--- src/logic/cbsc_pkg.sv ---
/*
  Constants for the card bridge system control fields, bits 21 down to 5.
  Assumes a 100 MHz system clock and one socket per configuration function.
*/
package cbsc_pkg;

  // Offset of the system control register in configuration space.
  localparam logic [7:0]  CBSC_SYSCTL_OFFSET = 8'h80;
  // Value of the whole register after reset.
  localparam logic [31:0] CBSC_SYSCTL_RESET  = 32'h0800_9060;

  // Field positions.
  localparam int CBSC_BIT_GUARD    = 21;
  localparam int CBSC_BIT_VIDEO    = 20;
  localparam int CBSC_BIT_BURST_DN = 15;
  localparam int CBSC_BIT_BURST_UP = 14;
  localparam int CBSC_BIT_ACCESS   = 13;
  localparam int CBSC_BIT_ONE      = 12;
  localparam int CBSC_BIT_STREAM   = 11;
  localparam int CBSC_BIT_UP_BUSY  = 10;
  localparam int CBSC_BIT_DN_BUSY  = 9;
  localparam int CBSC_BIT_PROBE    = 8;
  localparam int CBSC_BIT_ZERO     = 7;
  localparam int CBSC_BIT_LOW_PWR  = 6;
  localparam int CBSC_BIT_ID_LOCK  = 5;

  // Number of sockets, one per function.
  localparam int CBSC_SOCKETS = 2;

  // Settling delays and the clock period, in nanoseconds.
  localparam int CBSC_CLK_PERIOD_NS     = 10;
  localparam int CBSC_PWR_UP_SETTLE_NS  = 20000;
  localparam int CBSC_PWR_DN_SETTLE_NS  = 10000;
  // Least times, so the cycle counts round up.
  localparam int CBSC_PWR_UP_CYCLES =
    (CBSC_PWR_UP_SETTLE_NS + CBSC_CLK_PERIOD_NS - 1) / CBSC_CLK_PERIOD_NS;
  localparam int CBSC_PWR_DN_CYCLES =
    (CBSC_PWR_DN_SETTLE_NS + CBSC_CLK_PERIOD_NS - 1) / CBSC_CLK_PERIOD_NS;

endpackage : cbsc_pkg

--- src/logic/cbsc_socket.sv ---
/*
  Per-socket status tracking: switch stream, settling delays, probe, activity.
  Assumes all event inputs are single-cycle pulses on sys_clk.
*/
`timescale 1ns/1ps
module cbsc_socket #(
  parameter int UP_CYCLES = cbsc_pkg::CBSC_PWR_UP_CYCLES,
  parameter int DN_CYCLES = cbsc_pkg::CBSC_PWR_DN_CYCLES
) (
  // Clock and reset.
  input  wire logic sys_clk,
  input  wire logic sys_rst,
  // Context clear from the bus reset while power events are off.
  input  wire logic ctx_clear,
  // Power switch events.
  input  wire logic power_req,
  input  wire logic power_up_dir,
  input  wire logic stream_done,
  // Probe and access events.
  input  wire logic probe_start,
  input  wire logic probe_done,
  input  wire logic card_access,
  input  wire logic flag_read_clear,
  // Status flags.
  output logic      switch_stream_busy,
  output logic      power_on_settle_busy,
  output logic      power_off_settle_busy,
  output logic      card_probe_busy,
  output logic      socket_access_flag
);
  import cbsc_pkg::*;

  localparam int MAX_CYC = (UP_CYCLES > DN_CYCLES) ? UP_CYCLES : DN_CYCLES;
  localparam int CNT_W   = $clog2(MAX_CYC + 1);
  localparam logic [CNT_W-1:0] UP_LAST = CNT_W'(UP_CYCLES - 1);
  localparam logic [CNT_W-1:0] DN_LAST = CNT_W'(DN_CYCLES - 1);

  // The counters need at least one cycle of delay.
  if (UP_CYCLES < 1 || DN_CYCLES < 1) begin : g_bad_counts
    $error("cbsc_socket: settle counts must be at least one");
  end

  logic             pending_reg;   // Stream requested, not yet complete.
  logic             dir_reg;       // Direction of the requested change.
  logic [CNT_W-1:0] cnt_reg;       // Settling delay counter.
  logic             up_start;      // Power-up stream has just finished.
  logic             dn_start;      // Power-down stream has just finished.
  logic             up_end;        // Power-up delay reaches terminal count.
  logic             dn_end;        // Power-down delay reaches terminal count.

  assign up_start = pending_reg & stream_done & dir_reg;
  assign dn_start = pending_reg & stream_done & ~dir_reg;
  assign up_end   = power_on_settle_busy & (cnt_reg == UP_LAST);
  assign dn_end   = power_off_settle_busy & (cnt_reg == DN_LAST);

  // Track the outstanding request; a new request wins over completion.
  always_ff @(posedge sys_clk or posedge sys_rst) begin
    if (sys_rst) begin
      pending_reg <= 1'b0;
      dir_reg     <= 1'b0;
    end else begin
      pending_reg <= power_req | (pending_reg & ~stream_done);
      if (power_req) begin
        dir_reg <= power_up_dir;
      end
    end
  end

  // Settling delay flags; the bus-reset context clear drops them.
  always_ff @(posedge sys_clk or posedge sys_rst) begin
    if (sys_rst) begin
      power_on_settle_busy  <= 1'b0;
      power_off_settle_busy <= 1'b0;
    end else if (ctx_clear) begin
      power_on_settle_busy  <= 1'b0;
      power_off_settle_busy <= 1'b0;
    end else begin
      // A fresh stream restarts the delay in its own direction.
      power_on_settle_busy  <= up_start | (power_on_settle_busy & ~up_end & ~dn_start);
      power_off_settle_busy <= dn_start | (power_off_settle_busy & ~dn_end & ~up_start);
    end
  end

  // One counter serves both delays, since only one runs at a time.
  always_ff @(posedge sys_clk or posedge sys_rst) begin
    if (sys_rst) begin
      cnt_reg <= '0;
    end else if (up_start || dn_start) begin
      cnt_reg <= '0;
    end else if (power_on_settle_busy || power_off_settle_busy) begin
      cnt_reg <= cnt_reg + CNT_W'(1);
    end else begin
      cnt_reg <= '0;
    end
  end

  // Stream busy covers the request and the delay that follows it.
  always_ff @(posedge sys_clk or posedge sys_rst) begin
    if (sys_rst) begin
      switch_stream_busy <= 1'b0;
    end else begin
      switch_stream_busy <= power_req | (pending_reg & ~stream_done) | up_start | dn_start
                          | (power_on_settle_busy & ~up_end & ~ctx_clear)
                          | (power_off_settle_busy & ~dn_end & ~ctx_clear);
    end
  end

  // Probe flag; a start in the same cycle as a finish or clear wins.
  always_ff @(posedge sys_clk or posedge sys_rst) begin
    if (sys_rst) begin
      card_probe_busy <= 1'b0;
    end else if (probe_start) begin
      card_probe_busy <= 1'b1;
    end else if (probe_done || ctx_clear) begin
      card_probe_busy <= 1'b0;
    end
  end

  // Activity flag; an access during the clearing read is kept.
  always_ff @(posedge sys_clk or posedge sys_rst) begin
    if (sys_rst) begin
      socket_access_flag <= 1'b0;
    end else begin
      socket_access_flag <= card_access | (socket_access_flag & ~flag_read_clear);
    end
  end
endmodule : cbsc_socket

--- src/logic/cbsc_sysctl.sv ---
/*
  System control register, bits 21 down to 5, for a two-function card bridge.
  Assumes configuration strobes are one-cycle pulses on sys_clk, that the
  function number selects the socket, and that bus_reset_n is an async pin.
*/
`timescale 1ns/1ps

// How it works
// - Bit 21 disables socket supply guard.
// - Bit 20 tri-states card address lines.
// - Bits 19 to 16 read zero.
// - Bit 15 enables downstream read bursts.
// - Bit 14 enables upstream read bursts.
// - Bit 13 sets on access, clears on read.
// - Bit 12 always reads one.
// - Bit 7 always reads zero.
// - Bit 11 busy during stream and delay.
// - Bit 10 marks power-up settling delay.
// - Bit 9 marks power-down settling delay.
// - Bit 8 marks card probe running.
// - Bit 6 shared low energy enable.
// - Bit 5 locks identifier registers.
// - Sticky bits cleared by global reset only.
// - Context bits follow bus reset unless events.
// - Register sits at offset 80h, both functions.
module cbsc_sysctl #(
  parameter int UP_CYCLES = cbsc_pkg::CBSC_PWR_UP_CYCLES,
  parameter int DN_CYCLES = cbsc_pkg::CBSC_PWR_DN_CYCLES
) (
  // Clock and global reset.
  input  wire logic                              sys_clk,
  input  wire logic                              sys_rst,
  // Configuration access.
  input  wire logic                              cfg_rd,
  input  wire logic                              cfg_wr,
  input  wire logic                              cfg_func,
  input  wire logic [7:0]                        cfg_addr,
  input  wire logic [3:0]                        cfg_be,
  input  wire logic [31:0]                       cfg_wdata,
  output logic      [31:0]                       cfg_rdata,
  output logic                                   cfg_rvalid,
  // Bus reset pin and power event enable.
  input  wire logic                              bus_reset_n,
  input  wire logic                              pme_enable,
  // Socket events, one bit per socket.
  input  wire logic [cbsc_pkg::CBSC_SOCKETS-1:0] power_req,
  input  wire logic [cbsc_pkg::CBSC_SOCKETS-1:0] power_up_dir,
  input  wire logic [cbsc_pkg::CBSC_SOCKETS-1:0] stream_done,
  input  wire logic [cbsc_pkg::CBSC_SOCKETS-1:0] probe_start,
  input  wire logic [cbsc_pkg::CBSC_SOCKETS-1:0] probe_done,
  input  wire logic [cbsc_pkg::CBSC_SOCKETS-1:0] card_access,
  // Per-socket controls.
  output logic      [cbsc_pkg::CBSC_SOCKETS-1:0] supply_guard_disable,
  output logic      [cbsc_pkg::CBSC_SOCKETS-1:0] reduced_video_pins,
  // Shared controls.
  output logic                                   read_burst_down_enable,
  output logic                                   read_burst_up_enable,
  output logic                                   low_energy_enable,
  output logic                                   id_write_lock
);
  import cbsc_pkg::*;

  localparam int NS = CBSC_SOCKETS;

  // Function number picks one of two sockets.
  if (NS != 2) begin : g_bad_sockets
    $error("cbsc_sysctl: exactly two sockets are supported");
  end

  logic          rst_sync1_reg;    // First stage of the bus reset synchroniser.
  logic          rst_sync2_reg;    // Second stage, active high bus reset.
  logic          ctx_clear;        // Bus reset while power events are off.
  logic          hit;              // Access targets this register.
  logic          wr_hit;           // Write to this register.
  logic          wr_shared;        // Write allowed to shared bits.
  logic [NS-1:0] read_clear;       // Read from a socket's function.
  logic [NS-1:0] guard_reg;        // Supply guard disable per socket.
  logic [NS-1:0] video_reg;        // Reduced video pins per socket.
  logic          burst_dn_reg;     // Downstream burst enable.
  logic          burst_up_reg;     // Upstream burst enable.
  logic          low_pwr_reg;      // Low energy enable.
  logic          id_lock_reg;      // Identifier write lock.
  logic [31:0]   rdata_reg;        // Read data holding register.
  logic          rvalid_reg;       // Read answer strobe.
  logic [NS-1:0] stream_busy;      // Per-socket stream status.
  logic [NS-1:0] up_busy;          // Per-socket power-up delay status.
  logic [NS-1:0] dn_busy;          // Per-socket power-down delay status.
  logic [NS-1:0] probe_busy;       // Per-socket probe status.
  logic [NS-1:0] access_flag;      // Per-socket activity status.
  logic [31:0]   rdata_next;       // Read data for the addressed function.
  logic          sock;             // Socket addressed by this access.

  assign sock      = cfg_func;
  assign hit       = (cfg_addr == CBSC_SYSCTL_OFFSET);
  assign wr_hit    = cfg_wr & hit;
  assign wr_shared = wr_hit & ~cfg_func;
  assign ctx_clear = rst_sync2_reg & ~pme_enable;

  // Bus reset pin passes two flip-flops before anything reads it.
  always_ff @(posedge sys_clk or posedge sys_rst) begin
    if (sys_rst) begin
      rst_sync1_reg <= 1'b0;
      rst_sync2_reg <= 1'b0;
    end else begin
      rst_sync1_reg <= ~bus_reset_n;
      rst_sync2_reg <= rst_sync1_reg;
    end
  end

  // A read of this register clears only its own socket's activity flag.
  always_comb begin
    read_clear = '0;
    if (cfg_rd && hit) begin
      read_clear[sock] = 1'b1;
    end
  end

  // Per-socket controls; of the two resets only the global reset touches them.
  always_ff @(posedge sys_clk or posedge sys_rst) begin
    if (sys_rst) begin
      guard_reg <= {NS{CBSC_SYSCTL_RESET[CBSC_BIT_GUARD]}};
      video_reg <= {NS{CBSC_SYSCTL_RESET[CBSC_BIT_VIDEO]}};
    end else if (wr_hit && cfg_be[2]) begin
      guard_reg[sock] <= cfg_wdata[CBSC_BIT_GUARD];
      video_reg[sock] <= cfg_wdata[CBSC_BIT_VIDEO];
    end
  end

  // Shared controls in byte lane 1; function 1 writes are ignored.
  always_ff @(posedge sys_clk or posedge sys_rst) begin
    if (sys_rst) begin
      burst_dn_reg <= CBSC_SYSCTL_RESET[CBSC_BIT_BURST_DN];
      burst_up_reg <= CBSC_SYSCTL_RESET[CBSC_BIT_BURST_UP];
    end else if (wr_shared && cfg_be[1]) begin
      burst_dn_reg <= cfg_wdata[CBSC_BIT_BURST_DN];
      burst_up_reg <= cfg_wdata[CBSC_BIT_BURST_UP];
    end
  end

  // Shared controls in byte lane 0.
  always_ff @(posedge sys_clk or posedge sys_rst) begin
    if (sys_rst) begin
      low_pwr_reg <= CBSC_SYSCTL_RESET[CBSC_BIT_LOW_PWR];
      id_lock_reg <= CBSC_SYSCTL_RESET[CBSC_BIT_ID_LOCK];
    end else if (wr_shared && cfg_be[0]) begin
      low_pwr_reg <= cfg_wdata[CBSC_BIT_LOW_PWR];
      id_lock_reg <= cfg_wdata[CBSC_BIT_ID_LOCK];
    end
  end

  // One status tracker per socket.
  for (genvar i = 0; i < NS; i++) begin : g_sock
    cbsc_socket #(
      .UP_CYCLES (UP_CYCLES),
      .DN_CYCLES (DN_CYCLES)
    ) u_sock (
      .sys_clk               (sys_clk),
      .sys_rst               (sys_rst),
      .ctx_clear             (ctx_clear),
      .power_req             (power_req[i]),
      .power_up_dir          (power_up_dir[i]),
      .stream_done           (stream_done[i]),
      .probe_start           (probe_start[i]),
      .probe_done            (probe_done[i]),
      .card_access           (card_access[i]),
      .flag_read_clear       (read_clear[i]),
      .switch_stream_busy    (stream_busy[i]),
      .power_on_settle_busy  (up_busy[i]),
      .power_off_settle_busy (dn_busy[i]),
      .card_probe_busy       (probe_busy[i]),
      .socket_access_flag    (access_flag[i])
    );
  end

  // Assemble the register image for the addressed function.
  always_comb begin
    rdata_next = '0;
    if (hit) begin
      rdata_next[CBSC_BIT_GUARD]    = guard_reg[sock];
      rdata_next[CBSC_BIT_VIDEO]    = video_reg[sock];
      rdata_next[19:16]             = 4'h0;
      rdata_next[CBSC_BIT_BURST_DN] = burst_dn_reg;
      rdata_next[CBSC_BIT_BURST_UP] = burst_up_reg;
      rdata_next[CBSC_BIT_ACCESS]   = access_flag[sock];
      rdata_next[CBSC_BIT_ONE]      = 1'b1;
      rdata_next[CBSC_BIT_STREAM]   = stream_busy[sock];
      rdata_next[CBSC_BIT_UP_BUSY]  = up_busy[sock];
      rdata_next[CBSC_BIT_DN_BUSY]  = dn_busy[sock];
      rdata_next[CBSC_BIT_PROBE]    = probe_busy[sock];
      rdata_next[CBSC_BIT_ZERO]     = 1'b0;
      rdata_next[CBSC_BIT_LOW_PWR]  = low_pwr_reg;
      rdata_next[CBSC_BIT_ID_LOCK]  = id_lock_reg;
    end
  end

  // Read answer one cycle after the strobe; other offsets read zero.
  always_ff @(posedge sys_clk or posedge sys_rst) begin
    if (sys_rst) begin
      rdata_reg  <= 32'h0000_0000;
      rvalid_reg <= 1'b0;
    end else begin
      rvalid_reg <= cfg_rd;
      if (cfg_rd) begin
        rdata_reg <= rdata_next;
      end
    end
  end

  assign cfg_rdata              = rdata_reg;
  assign cfg_rvalid             = rvalid_reg;
  assign supply_guard_disable   = guard_reg;
  assign reduced_video_pins     = video_reg;
  assign read_burst_down_enable = burst_dn_reg;
  assign read_burst_up_enable   = burst_up_reg;
  assign low_energy_enable      = low_pwr_reg;
  assign id_write_lock          = id_lock_reg;
endmodule : cbsc_sysctl

--- config.mk ---
export PLATFORM = sky130hd
export DESIGN_NAME = cbsc_sysctl
export DESIGN_NICKNAME = d
export VERILOG_FILES = /design/src/logic/cbsc_pkg.sv /design/src/logic/cbsc_socket.sv /design/src/logic/cbsc_sysctl.sv
export SDC_FILE = /design/constraint.sdc
export NUM_CORES = 1
export LEC_CHECK = 0
export BUFFER_PORTS_ARGS = -buffer_cell sky130_fd_sc_hd__buf_2
export CORE_ASPECT_RATIO = 0.8
export CORE_MARGIN = 1.5
export CORE_UTILIZATION = 49
export DETAILED_ROUTE_END_ITERATION = 16
export PLACE_DENSITY = 0.87
export SKIP_LAST_GASP = 1
export SYNTH_ARGS = -nofsm -noshare
export SYNTH_HDL_FRONTEND = slang
export SYNTH_SLANG_ARGS = --single-unit
--- constraint.sdc ---
create_clock -name sys_clk -period 2.9 [get_ports sys_clk]
set_clock_uncertainty 0.2 [all_clocks]
set_input_delay 0.58 -clock sys_clk [delete_from_list [all_inputs] [get_ports sys_clk]]
set_output_delay 0.58 -clock sys_clk [all_outputs]
set_load 0.02 [all_outputs]
Yosys cells after proc, flatten, opt, wreduce, memory -nomap -nowiden
Cells that the tools add are included.
{"block": "classes", "add_sub_neg": 2, "order_cmp": 2, "eq_ne": 5, "mux": 32, "n_bitwise": 63, "n_reduce_logical": 13}
{"operator": "$mux W11", "count": 4}
{"operator": "$and A1 B1 Y1", "count": 29}
{"operator": "$mux W1", "count": 23}
{"operator": "$add A11 B1 Y11 const B", "count": 2}
{"operator": "$eq A11 B10 Y1 const B", "count": 2}
{"operator": "$eq A11 B11 Y1 const B", "count": 2}
{"operator": "$not A1 Y1", "count": 18}
{"operator": "$mux W17", "count": 1}
{"operator": "$or A1 B1 Y1", "count": 16}
{"operator": "$eq A8 B8 Y1 const B", "count": 1}
{"operator": "$logic_or A1 B1 Y1", "count": 6}
{"operator": "$logic_and A1 B1 Y1", "count": 5}
{"operator": "$bwmux W2", "count": 2}
{"operator": "$reduce_bool A2 Y1", "count": 2}
{"operator": "$lt A1 B2 Y1 const B", "count": 1}
{"operator": "$mux W2", "count": 1}
{"operator": "$demux W1 S1", "count": 1}
{"operator": "$ge A1 B1 Y1 const B", "count": 1}
{"block": "word_totals", "regBits": 64, "inputBits": 63, "out_inout_bits": 41, "word_cells": 143}

Longest topological paths before layout
{"block": "logic_depth", "word_depth": 8, "depth_mapped": 5, "depth_no_buf": 5}

By module
Synthesis repeated with hierarchy kept, for this count alone.
{"block": "unflattened", "cells_unflattened": 272, "area_unflattened_um2": 2846.5}
{"module": "cbsc_socket", "instances": 2, "cells_each": 79, "area_each_um2": 825.8, "seq_area_each_um2": 450.4}
{"module": "cbsc_sysctl", "instances": 1, "cells_each": 114, "area_each_um2": 1194.9, "seq_area_each_um2": 579.3}

Worst setup path before layout
OpenSTA, ideal clock, no wires.
{"block": "synth_path", "path_kind": "input-to-reg", "start": "input port cfg_addr[3]", "end": "register video_reg[1], in the netlist reduced_video_pins[1]", "setup_time_ps": 125, "arrival_ps": 1497, "t_required_ps": 2575, "path_slack_ps": 1079, "stages": 4, "path_buffers": 0, "path_cell_list": "nor4_1 and3_2 nand3_1 mux2_2"}
{"block": "synth_between", "elab_chain_len": 3}
{"element": "from (decl)", "line": "cbsc_sysctl.sv:37", "source": "input wire logic [7:0] cfg_addr,"}
{"element": "$eq A8 B8 Y1", "line": "cbsc_sysctl.sv:94", "source": "assign hit = (cfg_addr == CBSC_SYSCTL_OFFSET);"}
{"element": "$and A1 B1 Y1", "line": "cbsc_sysctl.sv:95", "source": "assign wr_hit = cfg_wr & hit;"}
{"element": "$logic_and A1 B1 Y1", "line": "cbsc_sysctl.sv:123", "source": "end else if (wr_hit && cfg_be[2]) begin"}
{"element": "to (signal assigned)", "line": "cbsc_sysctl.sv:122", "source": "video_reg <= {NS{CBSC_SYSCTL_RESET[CBSC_BIT_VIDEO]}};"}
{"element": "to (signal, indexed assignment)", "line": "cbsc_sysctl.sv:125", "source": "video_reg[sock] <= cfg_wdata[CBSC_BIT_VIDEO];"}
{"element": "to (decl)", "line": "cbsc_sysctl.sv:78", "source": "logic [NS-1:0] video_reg;"}
No other way between the ends.
A chain may end at the register's enable or synchronous reset.

Worst setup path in the final report
{"block": "layout_path", "start": "register g_sock[1].u_sock.power_on_settle_busy", "end": "register g_sock[1].u_sock.cnt_reg[4]"}
{"block": "layout_between", "elab_chain_len": 3}
{"element": "from (decl)", "line": "cbsc_socket.sv:26", "source": "output logic power_on_settle_busy,"}
{"element": "from (signal assigned)", "line": "cbsc_socket.sv:79", "source": "power_on_settle_busy <= up_start | (power_on_settle_busy & ~up_end & ~dn_start);"}
{"element": "$logic_or A1 B1 Y1", "line": "cbsc_socket.sv:90", "source": "end else if (power_on_settle_busy || power_off_settle_busy) begin"}
{"element": "$mux W11", "line": "cbsc_socket.sv:90"}
{"element": "$mux W11", "line": "cbsc_socket.sv:88", "source": "end else if (up_start || dn_start) begin"}
{"element": "to (signal assigned)", "line": "cbsc_socket.sv:91", "source": "cnt_reg <= cnt_reg + CNT_W'(1);"}
{"element": "to (decl)", "line": "cbsc_socket.sv:45", "source": "logic [CNT_W-1:0] cnt_reg;"}
No other way between the ends.

==> metrics.md <==
| Metric | Value |
|---|---|
| Met2 Use GR | 29.29% |
| First-pass GRT wire length | ~8700 um |
| Final net count | between 300 and 400 |
| DP Area | a little over 3000 um2 |
| Vias per cell | a little under 5 |
| Number of synthesized flops with an enable pin | 0 |
| Cells after DPL | 388 |
| Antenna-violating nets left | 0 |
| Met1 usage | roughly 24% |
| Met3 Use GR | 5.437% |
| Detailed Place HPWL | 3853 um |
| Relative slew slack | around 17% |
| Fin crit period | between 1500 and 2000 ps |
| Mapped Cells | around 260 |
| Hold Crit Class | in2async |
| Worst setup EP type | flip-flop |
| Ports | 104 |
| CTS resizes | 0 |
| Buffers on Ports | 56 |
| Syn. warnings | 0 |
| Wire length per cell | about 13 um |
| Finished Cell Area | ~3300 um2 |
| CP Class | reg2reg |
| Reg2reg end | g_sock[1].u_sock.cnt_reg[4] |
| Initial antenna violation count | 0 |
| Longest Clk Path Bufs | 2 |
| Critical Path Start Type | flip-flop |
| Worst r2r src | g_sock[1].u_sock.power_on_settle_busy |
| Maximum VDD drop | 0.3570 mV |
| Avg Cell Area, Syn | roughly 11 um2 |
| Main synth FF type | dfrtp_1 |
| Power per cell area | approximately 540 nW/um2 |
| Worst path required time | 2870 ps |
| CTS tree | built |
| Initial DRC Count | between 40 and 50 |
| Reg2Reg Depth | 2 |
| Static Leak | between 1.5 and 2 nW |
| Antenna Cells | 0 |
| Synth Register Bits | around 60 |
| Crit Path Max Fanout | 11 |
| Fin crit share | 64.81% |
| Max FFs per register | 22 |
| Drc violations | 0 |
| Root buffer cell | clkbuf_8 |
| Gr usage total | between 10% and 20% |
| Vias in the first global route | 1958 |
| Maximum Capacitance Violations | 0 |
| Final hold violations | 0 |
| Post-synthesis sequential area ratio | ~54% |
| Post-synth cell types | 43 |
| Area grow syn2layout | 18.12% |
| Fin cells | 404 |
| Count of final setup violators | 0 |
| Layout cells sized above 1 | a little under a third |
| Hold-fix buffers, CTS | 0 |
| Core ar. | 5435 um2 |
| Drt total wl | a little over 5000 um |
| Clock-pin transition on the worst setup and hold timing paths | about 70 ps |
| Rows | 24 |
| Clock net sink count | 59 |
| Largest net degree at the start of global routing | 35 |
| Most frequent cells in the layout | dfrtp_1, buf_2, inv_1, nor2_1, conb_1 |
| Die X | about 87 um |
| Grt ovf | 0 |
| GP Congestion | slightly above 0.8 |
| R2R Setup Slk | about 1000 ps |
| Die ar. | 6100 um2 |
| Slew Viols, Final | 0 |
| Unrepaired setup endpoints after global routing | false |
| Vias | between 1500 and 2000 |
| Post-CTS setup buffers | 0 |
| Arr. time, crit path | ~1900 ps |
| FFs w/ async S/R, synth | 100.0% |
| Status | finished, final reports clean |
| Synthesized area | 2763 um2 |
| Worst-Margin Slew | 1228 ps |
| Hold Slack | about 130 ps |
| Num CTS Buffers | 9 |
| H-tree levels | 3 |
| Starting Density | approximately half |
| GR peak layer | met2 |
| DIE HEIGHT | ~70 um |
| Highest Clock Rate | 0.5321 GHz |
| Setup TNS | 0 ps |
| Clk Latency, worst-skew pair | between 300 and 400 ps |
| Drt pass-1 iters | 4 |
==> metrics by stage <==
step / power, mW / worst slack [ps] / util (%)
2_1_floorplan: 1.010 / 668.6 / -
3_3_place_gp: 1.035 / 890.8 / 56.31
5_1_grt: 1.846 / 875.5 / 60.04
4_1_cts: 1.790 / 1007 / 60.04
3_5_place_dp: 1.041 / 845.4 / 56.31
6_report: 1.773 / 1021 / 60.04
==> critical path: stages, from the launching register on <==
cell and delay [ps]:
dfrtp_1 420, o21ai_0 960, nor2_1 120
==> cells in the mapped netlist (6+ instances only) <==
master / n / area share, %
dfrtp_1: 56 / 51
inv_1: 29 / 3.9
buf_4: 20 / 5.4
nor2_1: 20 / 2.7
nand3_1: 13 / 2.4
o22ai_1: 13 / 2.9
nand2_1: 11 / 1.5
mux2i_1: 9 / 3.3
o21ai_0: 9 / 1.6
xnor2_1: 9 / 2.9
mux2_2: 8 / 3.3
xor2_1: 6 / 1.9
==> cell type report <==
cell class,instances,area (um2)
clock buffer,10,137.6
timing repair buffer,59,302.8
multi-input combinational,163,1071
fill,447,2172
sequential,59,1480
clock inverter,6,65.06
inverter,29,108.9
tap,78,97.59
==> where the power goes <==
| part | total, mW | switching (mW) | internal [mW] |
|---|---|---|---|
| Combinational | 0.152 | 0.0981 | 0.0543 |
| Sequential | 0.872 | 0.0208 | 0.851 |
| Clock | 0.748 | 0.329 | 0.419 |
==> kinds of logic after synthesis <==
family | after synthesis | synth area share (%)
XOR/XNOR | 15 | 4.756
buffers and inverters | 55 | 10.24
AND/OR/NAND/NOR | 76 | 15.40
AO/OA/AOI/OAI | 33 | 8.469
adder cells (fa/ha/maj) | 2 | 0.9057
multiplexers | 17 | 6.522
flip-flops | 59 | 53.58
other | 1 | 0.1357
==> worst max path at each step <==
| stage | startpoint | end | slack (ps) |
|---|---|---|---|
| finish | g_sock[1].u_sock.power_on_settle_busy | g_sock[1].u_sock.cnt_reg[4] | 1020 |
| global route | g_sock[1].u_sock.power_on_settle_busy | g_sock[1].u_sock.cnt_reg[4] | 880 |
| CTS | g_sock[1].u_sock.power_on_settle_busy | g_sock[1].u_sock.cnt_reg[4] | 1010 |
| detailed placement | cfg_addr[3] | cfg_rdata[8] | 850 |
| global placement | cfg_addr[3] | supply_guard_disable[1] | 890 |
| floorplan | sys_rst | cfg_rdata[10] | 670 |
==> layer usage <==
layer	vias up	part of all wire [%]
li1	956	-
met1	940	46
met2	42	48
met3	13	3.5
met4	0	2.4
met5	-	0
No activity file was read; power rests on OpenSTA's default activity.
